<file path="src/hdl/dpo_pkg.sv">
`default_nettype none
package dpo_pkg;
  // register byte offsets
  localparam logic [11:0] DPO_CTRL_OFS    = 12'h000;
  localparam logic [11:0] DPO_STAT_OFS    = 12'h004;
  localparam logic [11:0] DPO_SPAN_OFS    = 12'h008;
  localparam logic [11:0] DPO_RANGE_OFS   = 12'h00C;
  localparam logic [11:0] DPO_MOFS_OFS    = 12'h010;
  localparam logic [11:0] DPO_DLY_OFS     = 12'h014;
  localparam logic [11:0] DPO_PHASE_OFS   = 12'h018;
  localparam logic [11:0] DPO_DATA_OFS    = 12'h01C;
  localparam logic [11:0] DPO_CAL_OFS     = 12'h020;
  // control field positions
  localparam int DPO_CTRL_AZ_BIT   = 0;
  localparam int DPO_CTRL_ALL_BIT  = 1;
  localparam int DPO_CTRL_ARM_BIT  = 2;
  localparam int DPO_CTRL_DCPL_BIT = 3;
  // reset values
  localparam logic DPO_PASS_SEL_RST = 1'b0; // last_pass_only
  localparam logic [4:0] DPO_SPAN_RST = 5'h00;
  // counts
  localparam int DPO_STAGES     = 8;
  localparam int DPO_RANGES     = 8;
  localparam int DPO_AZ_SAMPLES = 16;
  localparam int DPO_AZ_SHIFT   = 4;
  localparam int DPO_SETTLE_CYC = 8;
  localparam int DPO_FIFO_DEPTH = 16;
  typedef enum logic [3:0] {
    DPO_IDLE   = 4'b0001,
    DPO_SETTLE = 4'b0010,
    DPO_MEAS   = 4'b0100,
    DPO_RESTOR = 4'b1000
  } dpo_az_t;
endpackage
`default_nettype wire

</file>
<file path="src/hdl/dpo_fifo.sv">
`default_nettype none
module dpo_fifo #(
  parameter int W = 32,
  parameter int D = 16
) (
  // clock and reset
  input  wire logic         pclk,
  input  wire logic         presetn,
  // write side
  input  wire logic         in_valid,
  output logic              in_ready,
  input  wire logic [W-1:0] in_data,
  // read side
  output logic              out_valid,
  input  wire logic         out_ready,
  output logic      [W-1:0] out_data
);
  localparam int AW = $clog2(D);
  logic [W-1:0] mem [D];
  logic [AW:0]  wp_reg;
  logic [AW:0]  rp_reg;
  logic [W-1:0] rd_reg;
  logic         rv_reg;
  logic         empty;
  logic         take;
  // full when pointers differ only in wrap bit
  assign in_ready = !((wp_reg[AW] != rp_reg[AW]) &&
                      (wp_reg[AW-1:0] == rp_reg[AW-1:0]));
  assign empty    = (wp_reg == rp_reg);
  // output register refills when drained or empty
  assign take      = !empty && (!rv_reg || out_ready);
  assign out_valid = rv_reg;
  assign out_data  = rd_reg;
  // storage write
  always_ff @(posedge pclk) begin
    if (in_valid && in_ready) begin
      mem[wp_reg[AW-1:0]] <= in_data;
    end
  end
  // pointers and output register
  always_ff @(posedge pclk or negedge presetn) begin
    if (!presetn) begin
      wp_reg <= '0;
      rp_reg <= '0;
      rd_reg <= '0;
      rv_reg <= 1'b0;
    end else begin
      if (in_valid && in_ready) begin
        wp_reg <= wp_reg + 1'b1;
      end
      if (take) begin
        rd_reg <= mem[rp_reg[AW-1:0]];
        rp_reg <= rp_reg + 1'b1;
        rv_reg <= 1'b1;
      end else if (out_ready) begin
        rv_reg <= 1'b0;
      end
    end
  end
endmodule
`default_nettype wire

</file>
<file path="src/hdl/dpo_core.sv">
// The APB interface to the registers and the register addresses were decided locally.
`default_nettype none
module dpo_core
  import dpo_pkg::*;
#(
  parameter int DW = 24,
  parameter int NS = DPO_STAGES
) (
  // apb clock and reset
  input  wire logic          pclk,
  input  wire logic          presetn,
  // apb slave
  input  wire logic          psel,
  input  wire logic          penable,
  input  wire logic          pwrite,
  input  wire logic [11:0]   paddr,
  input  wire logic [31:0]   pwdata,
  output logic      [31:0]   prdata,
  output logic               pready,
  output logic               pslverr,
  // converter side
  input  wire logic          adc_valid,
  input  wire logic [DW-1:0] adc_data,
  input  wire logic          trig_pin,
  input  wire logic          sync_pin,
  output logic               adc_ground,
  output logic      [DW-1:0] adc_offset
);
  localparam int TW = 5;
  localparam int RW = $clog2(DPO_RANGES);
  localparam int FW = 32;

  // every piece of block state lives in this one record; the offset table
  // and the stage pipeline sit outside it because they are indexed
  typedef struct packed {
    dpo_az_t                       az;
    logic [7:0]                    cnt;
    logic [DW+DPO_AZ_SHIFT-1:0]    acc;
    logic [RW-1:0]                 cal_rng;
    logic [RW-1:0]                 saved_rng;
    logic [RW-1:0]                 range;
    logic                          all_sel;
    logic                          coupled;
    logic                          armed;
    logic                          cal_done;
    logic [4:0]                    span;
    logic [DW-1:0]                 man_ofs;
    logic [DW-1:0]                 adc_ofs;
    logic [31:0]                   dly_pts;
    logic [31:0]                   dly_cnt;
    logic [NS-1:0]                 dec_cnt;
    logic [15:0]                   phase;
    logic                          trig_seen;
    logic                          phase_ok;
    logic [31:0]                   prdata;
    logic [1:0]                    trig_s;
    logic [1:0]                    sync_s;
    logic                          trig_d;
  } dpo_st_t;

  dpo_st_t st_reg;
  dpo_st_t st_next;
  logic [DW-1:0] cal_mem [DPO_RANGES];
  logic [DW-1:0] stg_data [NS+1];
  logic [NS:0]   stg_vld;
  logic          f_in_valid;
  logic          f_in_ready;
  logic [FW-1:0] f_in_data;
  logic          f_out_valid;
  logic          f_out_ready;
  logic [FW-1:0] f_out_data;
  logic          wr_acc;
  logic          rd_acc;
  logic [TW-1:0] sel_tag;
  logic          sel_vld;
  logic [DW-1:0] sel_data;
  logic [TW-1:0] last_tag;
  logic [TW:0]   keep_lim;
  logic          trig_rise;

  // apb: every access completes in its first access cycle; read data are
  // captured at the setup edge, so the access phase only presents them
  assign pready  = 1'b1;
  assign pslverr = 1'b0;
  assign prdata  = st_reg.prdata;
  assign wr_acc  = psel && penable && pwrite;
  assign rd_acc  = psel && !penable && !pwrite;
  assign stg_data[0] = adc_data;
  assign stg_vld[0]  = adc_valid && (st_reg.az == DPO_IDLE);
  assign adc_ground  = (st_reg.az != DPO_IDLE);
  assign adc_offset  = st_reg.adc_ofs;
  assign last_tag    = TW'(NS);
  // threshold one bit wider than the tag, so a span setting of 31 keeps
  // every pass instead of wrapping round to none
  assign keep_lim    = {1'b0, st_reg.span} + 6'h01;
  // rising edge of the synchronised trigger; trig_d resets low, the idle
  // level of the pin, so no false edge follows reset
  assign trig_rise   = st_reg.trig_s[1] && !st_reg.trig_d;

  // halving stages: each outputs the mean of every pair of input samples
  // one shared counter paces all stages, so a group sync realigns them
  // together and every module of the group sees the same phase
  genvar g;
  generate
    for (g = 0; g < NS; g++) begin : g_stage
      logic [DW-1:0] hold_reg;
      logic          v_reg;
      logic [DW-1:0] d_reg;
      always_ff @(posedge pclk or negedge presetn) begin
        if (!presetn) begin
          hold_reg <= '0;
          d_reg    <= '0;
          v_reg    <= 1'b0;
        end else begin
          v_reg <= 1'b0;
          if (stg_vld[g]) begin
            if (st_reg.dec_cnt[g]) begin
              d_reg <= DW'(({hold_reg[DW-1], hold_reg} +
                             {stg_data[g][DW-1], stg_data[g]}) >> 1);
              v_reg <= 1'b1;
            end else begin
              hold_reg <= stg_data[g];
            end
          end
        end
      end
      assign stg_data[g+1] = d_reg;
      assign stg_vld[g+1]  = v_reg;
    end
  endgenerate

  // shared output sequence: lowest qualifying stage with data wins
  // the loop runs downwards so the lowest ready stage is written last
  always_comb begin
    sel_vld  = 1'b0;
    sel_tag  = '0;
    sel_data = '0;
    for (int s = NS; s >= 1; s--) begin
      if (stg_vld[s]) begin
        if (st_reg.all_sel ? ({1'b0, TW'(s)} <= keep_lim)
                           : (TW'(s) == last_tag)) begin
          sel_vld  = 1'b1;
          sel_tag  = TW'(s);
          sel_data = stg_data[s];
        end
      end
    end
  end

  // samples enter the buffer only when armed and the delay has run out
  // the delay count only runs on final-stage samples, whole output periods
  assign f_in_valid = sel_vld && st_reg.armed && st_reg.trig_seen &&
                      (st_reg.dly_cnt == 32'h0000_0000) &&
                      (st_reg.az == DPO_IDLE);
  assign f_in_data  = {st_reg.all_sel ? sel_tag : 5'h00,
                       3'h0, sel_data};
  assign f_out_ready = psel && penable && !pwrite &&
                       (paddr == DPO_DATA_OFS);

  // host buffer; when it is full new samples are dropped, since the
  // halving stages run at the converter's pace and cannot be stalled
  dpo_fifo #(.W(FW), .D(DPO_FIFO_DEPTH)) u_fifo (
    .pclk      (pclk),
    .presetn   (presetn),
    .in_valid  (f_in_valid),
    .in_ready  (f_in_ready),
    .in_data   (f_in_data),
    .out_valid (f_out_valid),
    .out_ready (f_out_ready),
    .out_data  (f_out_data)
  );

  // per-range offset table, written only by calibration
  // limitation: entries stay unknown until the first calibration, and
  // cal_done keeps them off the converter until then
  always_ff @(posedge pclk) begin
    if (st_reg.az == DPO_MEAS && st_reg.cnt == 8'(DPO_AZ_SAMPLES)) begin
      cal_mem[st_reg.cal_rng] <=
        DW'(-(st_reg.acc >>> DPO_AZ_SHIFT));
    end
  end

  // next state: bus, calibration, trigger timing
  // later assignments override earlier ones, so block order sets priority
  always_comb begin
    st_next = st_reg;
    // pins pass two flops before use; only the second flop is read
    st_next.trig_s = {st_reg.trig_s[0], trig_pin};
    st_next.sync_s = {st_reg.sync_s[0], sync_pin};
    st_next.trig_d = st_reg.trig_s[1];
    // decimation counter, realigned by group sync
    // the same counter is what the trigger phase reports
    if (st_reg.sync_s[1]) begin
      st_next.dec_cnt = '0;
    end else if (adc_valid) begin
      st_next.dec_cnt = st_reg.dec_cnt + 1'b1;
    end
    // delay counts whole output samples only
    if (st_reg.trig_seen && sel_vld && sel_tag == last_tag &&
        st_reg.dly_cnt != 32'h0000_0000) begin
      st_next.dly_cnt = st_reg.dly_cnt - 1'b1;
    end
    // auto-zero sequence
    // each range: settle, then average a fixed number of grounded samples
    case (st_reg.az)
      DPO_IDLE: ;
      DPO_SETTLE: begin
        st_next.cnt = st_reg.cnt + 1'b1;
        if (st_reg.cnt == 8'(DPO_SETTLE_CYC)) begin
          st_next.az  = DPO_MEAS;
          st_next.cnt = '0;
          st_next.acc = '0;
        end
      end
      DPO_MEAS: begin
        if (st_reg.cnt == 8'(DPO_AZ_SAMPLES)) begin
          st_next.cnt = '0;
          if (st_reg.cal_rng == RW'(DPO_RANGES - 1)) begin
            st_next.az = DPO_RESTOR;
          end else begin
            st_next.cal_rng = st_reg.cal_rng + 1'b1;
            st_next.az      = DPO_SETTLE;
          end
        end else if (adc_valid) begin
          st_next.acc = st_reg.acc +
            (DW+DPO_AZ_SHIFT)'(signed'(adc_data));
          st_next.cnt = st_reg.cnt + 1'b1;
        end
      end
      DPO_RESTOR: begin
        st_next.range    = st_reg.saved_rng;
        st_next.cal_done = 1'b1;
        st_next.az       = DPO_IDLE;
      end
      default: st_next.az = DPO_IDLE;
    endcase
    // offset to the converter
    // a grounded input gets a zero offset so calibration sees the raw error
    if (st_reg.az == DPO_IDLE) begin
      st_next.adc_ofs = st_reg.cal_done ? cal_mem[st_reg.range]
                                        : st_reg.man_ofs;
    end else begin
      st_next.adc_ofs = '0;
    end
    // register writes
    // range and auto-zero controls are refused while calibration runs
    if (wr_acc) begin
      case (paddr)
        DPO_CTRL_OFS: begin
          st_next.all_sel = pwdata[DPO_CTRL_ALL_BIT];
          st_next.coupled = !pwdata[DPO_CTRL_DCPL_BIT];
          if (pwdata[DPO_CTRL_AZ_BIT] && st_reg.az == DPO_IDLE) begin
            st_next.saved_rng = st_reg.range;
            st_next.cal_rng   = '0;
            st_next.cnt       = '0;
            st_next.az        = DPO_SETTLE;
            st_next.armed     = 1'b0;
          end else if (pwdata[DPO_CTRL_ARM_BIT] &&
                       st_reg.az == DPO_IDLE) begin
            st_next.armed     = 1'b1;
            st_next.trig_seen = 1'b0;
            st_next.phase_ok  = 1'b0;
          end
        end
        DPO_SPAN_OFS:  st_next.span    = pwdata[4:0];
        DPO_RANGE_OFS: if (st_reg.az == DPO_IDLE) begin
          st_next.range = pwdata[RW-1:0];
        end
        DPO_MOFS_OFS: begin
          st_next.man_ofs  = pwdata[DW-1:0];
          // a calibration finishing in this cycle keeps its result
          if (st_reg.az != DPO_RESTOR) begin
            st_next.cal_done = 1'b0;
          end
        end
        DPO_DLY_OFS:   st_next.dly_pts = pwdata;
        default: ;
      endcase
    end
    // trigger: capture phase in converter clocks of the output period;
    // it comes after the register writes so that an edge landing in the
    // cycle of a re-arm still counts if no trigger was seen since the last arming, the event beating the clear
    if (st_reg.armed && !st_reg.trig_seen && trig_rise) begin
      st_next.trig_seen = 1'b1;
      st_next.dly_cnt   = st_reg.dly_pts;
      // only packing and decimation position, no fixed latency
      st_next.phase    = 16'(st_reg.dec_cnt);
      st_next.phase_ok = st_reg.coupled;
    end
    // read data registered at setup, valid in access phase
    if (rd_acc) begin
      case (paddr)
        DPO_CTRL_OFS: st_next.prdata = {28'h000_0000, !st_reg.coupled,
                                        st_reg.armed, st_reg.all_sel,
                                        1'b0};
        DPO_STAT_OFS: st_next.prdata = {25'h000_0000, !f_in_ready,
                                        f_out_valid, st_reg.phase_ok,
                                        st_reg.trig_seen,
                                        st_reg.cal_done,
                                        st_reg.az != DPO_IDLE, 1'b0};
        DPO_SPAN_OFS:  st_next.prdata = {27'h000_0000, st_reg.span};
        DPO_RANGE_OFS: st_next.prdata = 32'(st_reg.range);
        DPO_MOFS_OFS:  st_next.prdata = 32'(st_reg.man_ofs);
        DPO_DLY_OFS:   st_next.prdata = st_reg.dly_pts;
        DPO_PHASE_OFS: st_next.prdata = {15'h0000, st_reg.phase_ok,
                                         st_reg.phase};
        DPO_DATA_OFS:  st_next.prdata = f_out_valid ? f_out_data
                                                    : 32'h0000_0000;
        DPO_CAL_OFS:   st_next.prdata = 32'(cal_mem[st_reg.range]);
        default:       st_next.prdata = 32'h0000_0000;
      endcase
    end
  end

  // single state register
  // reset clears the record, then sets the fields whose idle value differs
  always_ff @(posedge pclk or negedge presetn) begin
    if (!presetn) begin
      st_reg         <= '0;
      st_reg.az      <= DPO_IDLE;
      st_reg.all_sel <= DPO_PASS_SEL_RST;
      st_reg.span    <= DPO_SPAN_RST;
      st_reg.coupled <= 1'b1;
    end else begin
      st_reg <= st_next;
    end
  end
endmodule
`default_nettype wire

</file>
<file path="config.mk">
export PLATFORM = sky130hd
export DESIGN_NAME = dpo_core
export DESIGN_NICKNAME = d
export VERILOG_FILES = /design/src/hdl/dpo_pkg.sv /design/src/hdl/dpo_fifo.sv /design/src/hdl/dpo_core.sv
export SDC_FILE = /design/constraint.sdc
export NUM_CORES = 2
export LEC_CHECK = 0
export BUFFER_PORTS_ARGS = -buffer_cell sky130_fd_sc_hd__clkbuf_2
export CAP_MARGIN = 5
export CORE_UTILIZATION = 59
export DETAILED_ROUTE_END_ITERATION = 12
export PLACE_DENSITY = 0.79
export SYNTH_ARGS = -nofsm -noshare
export SYNTH_HDL_FRONTEND = slang
export SYNTH_SLANG_ARGS = --single-unit
</file>
<file path="constraint.sdc">
create_clock -name pclk -period 6.3 [get_ports pclk]
set_clock_uncertainty 0.1 [all_clocks]
set_input_delay 0.945 -clock pclk [delete_from_list [all_inputs] [get_ports pclk]]
set_output_delay 0.945 -clock pclk [all_outputs]
set_load 0.01 [all_outputs]
</file>
==> qor.yml <==
status: "completed"
largest_register_ffs: 448
hold_buffers: 0
netlist_area_um2: 62400
rr_startpoint: "st_reg[175]"
ys.flop_type: "dfrtp_1"
die-area_um2: 107000
r2r_setup_slack_ps: 1750
hold_path_class: "in -> async"
dp_hpwl_mm: 104
cts_resized: 0
cp-startpoint: "st_reg[175]"
ys_warn_count: 0
ios: 135
synth-seq-cells: 1296
cts_buffers: 133
max_stage_delay_ps: 650
endpoint: "u_fifo.mem[15][0]"
seq_area_frac_synth: 0.571
htree_levels: 4
grt_max_degree: 120
grt_pass1_wl_mm: 242
powerDensity_nw_per_um2: 279
vias: 41767
nNetsFinal: 5185
cp-start-kind: "flip-flop"
core_um2: 104000
fin_util: 0.659
final_common_cell: "dfrtp_1"
final.setup.tns_ps: 0
crit_type: "reg -> reg"
cts_num_sinks: 1296
final_cell_mix: "dfrtp_1 (649), edfxtp_1 (640), nand2_1 (427)"
r2r-end: "u_fifo.mem[15][0]"
ir_drop_mv: 0.296
maxCapViolCount: 0
synthTopCellsByArea: "edfxtp_1 (31%), dfrtp_1 (26%), mux4_2 (6.9%)"
worstSkewPairLatency_ps: 780
crit_required_ps: 6640
crit_path_end_kind: "flip-flop"
wl_per_cell_um: 24.9
synth.largest_area_cell: "edfxtp_1"
hold_ws_ps: 130
clock_path_buffers: 3
worstMarginPinSlew_ps: 1200
drive_gt1_frac: 0.191
fp.dieH_um: 327
grt_pass1_vias: 41021
cellLeakagePower_uw: 0.0268
clk_pin_slew_ps: 60
cp.arrival_ps: 4890
antenna_found_initial: 10
grt.total_usage: 0.297
cts_setup_buffers: 0
viasPerCell: 6.56
drtAntennaViolNets: 0
synth_enable_flop_cells: 640
wirelength_mm: 159
finalSetupViolCount: 0
drv_slew: 0
reg2reg_depth: 11
die-width_um: 327
first_iter_violations: 4776
initial_utilization: 0.599
async_flop_share: 0.506
area_delta_synth_final_pct: 10.1
yosysTopAreaCellShare: 0.308
relSlewSlack: 0.203
rsz0062_at_grt: "no"
hold_viol_final: 0
cts_root_buffer: "clkbuf_16"
setup_ws_ps: 1750
cp_cell_sequence: "inv_1, ha_1, nor4_1, o311a_1, buf_4, a31oi_4, nand4_4, o21a_1, nand4_1, inv_1, buf_4"
dp_cells: 6119
avgSynthCellArea_um2: 13.0
dr.pass1.iters: 8
grt_overflow: 0
cts_tree: "built"
critPathSlowestCell: "inv_1"
fp-row-count: 118
fin_crit_ps: 4550
period_share: 0.722
port_buffers: 132
pre_cts_slack_ps: 1960
fmaxAchievable_mhz: 220
gp_congestion: 0.929
route.detailed.drc: 0
n_fill_cell: 7304
synth_nets: 5119
final_cells: 6366
synthCells: 4808
ys_types: 88
worstPathMaxFanout: 28
## layout make-up
type	instances	area [um2]	area share
Multi-Input combinational cell	3162	25400	0.370
Clock inverter	58	768	0.0112
Tap cell	1380	1730	0.0251
Sequential cell	1296	35700	0.519
Timing Repair Buffer	195	1190	0.0174
Inverter	86	323	0.00470
Antenna cell	6	15.0	0.000218
Clock buffer	183	3640	0.0529
## cell usage after synthesis (15+ instances only)
library cell  number
o21ai_0          376
clkbuf_1         171
mux2_2           287
a221oi_1          32
xnor2_1          112
xor2_1            80
dfrtp_1          654
a22o_1            29
inv_1             81
a221o_1           57
or3_1             36
a21o_1            66
nor2_1           243
a21oi_1          160
mux4_2           190
a21boi_0          16
a211oi_1          75
nand2b_1          43
nand4_1           25
a31oi_1           18
buf_1             28
o211ai_1          29
nor4_1            33
nor3b_1           37
or4_1             15
nand3_1           62
nor2b_1           32
o21a_1            38
o31ai_1           44
ha_1             226
nand2_1          427
buf_4             58
a222oi_1          18
mux2i_1           41
nor3_1            67
and3_1            30
edfxtp_1         640
## critical path, delay by kind of cell (launching register included)
kind,cells,cell delay (ps)
buffers and inverters,4,1510
AND/OR/NAND/NOR,3,970
AO/OA/AOI/OAI,3,780
flip-flops,1,530
adder cells (fa/ha/maj),1,330
## cells by family (layout without fill, tap and decap cells)
| group | Yosys count | count (layout) | synth area share |
|---|---|---|---|
| AOI/OAI and AO/OA | 1081 | 1081 | 0.115 |
| buffers and inverters | 350 | 522 | 0.0247 |
| DFF | 1296 | 1296 | 0.571 |
| muxes | 518 | 518 | 0.127 |
| xor gates and xnor gates | 192 | 192 | 0.0269 |
| adders and majority gates | 235 | 235 | 0.0482 |
| other | 2 | 8 | 0.000120 |
| and+or+nand+nor | 1134 | 1134 | 0.0876 |
## where the power goes
group	switching [uW]	internal [uW]	total (uW)
Clock	3460	4480	7940
Combinational	1040	821	1860
Sequential	299	9100	9400
## worst min-delay path by stage
stage,slack [ps],to,start,cells after the start
global placement,250,st_next[0],st_next[4],0
detailed placement,240,st_next[0],st_next[4],0
CTS,160,st_next[2],sync_pin,1
finish,130,g_stage[6].d_reg[8],presetn,1
floorplan,230,st_next[0],st_next[4],0
global route,170,st_next[2],sync_pin,1
## per-layer routing
metal | GRT usage | vias up | share of wire
li1 | - | 18452 | -
met4 | 0.151 | 4 | 0.052
met5 | 0 | - | 0.00010
met2 | 0.478 | 1970 | 0.48
met1 | 0.390 | 20900 | 0.39
met3 | 0.0538 | 441 | 0.079
## per-stage QoR
| step | instance area, um2 | power, uW |
|---|---|---|
| floorplan | 62400 | 10800 |
| global placement | 64300 | 11300 |
| detailed placement | 64300 | 11400 |
| CTS | 68700 | 19300 |
| global route | 68700 | 19900 |
| finish | 68700 | 19200 |
No activity file was read; power rests on OpenSTA's default activity.
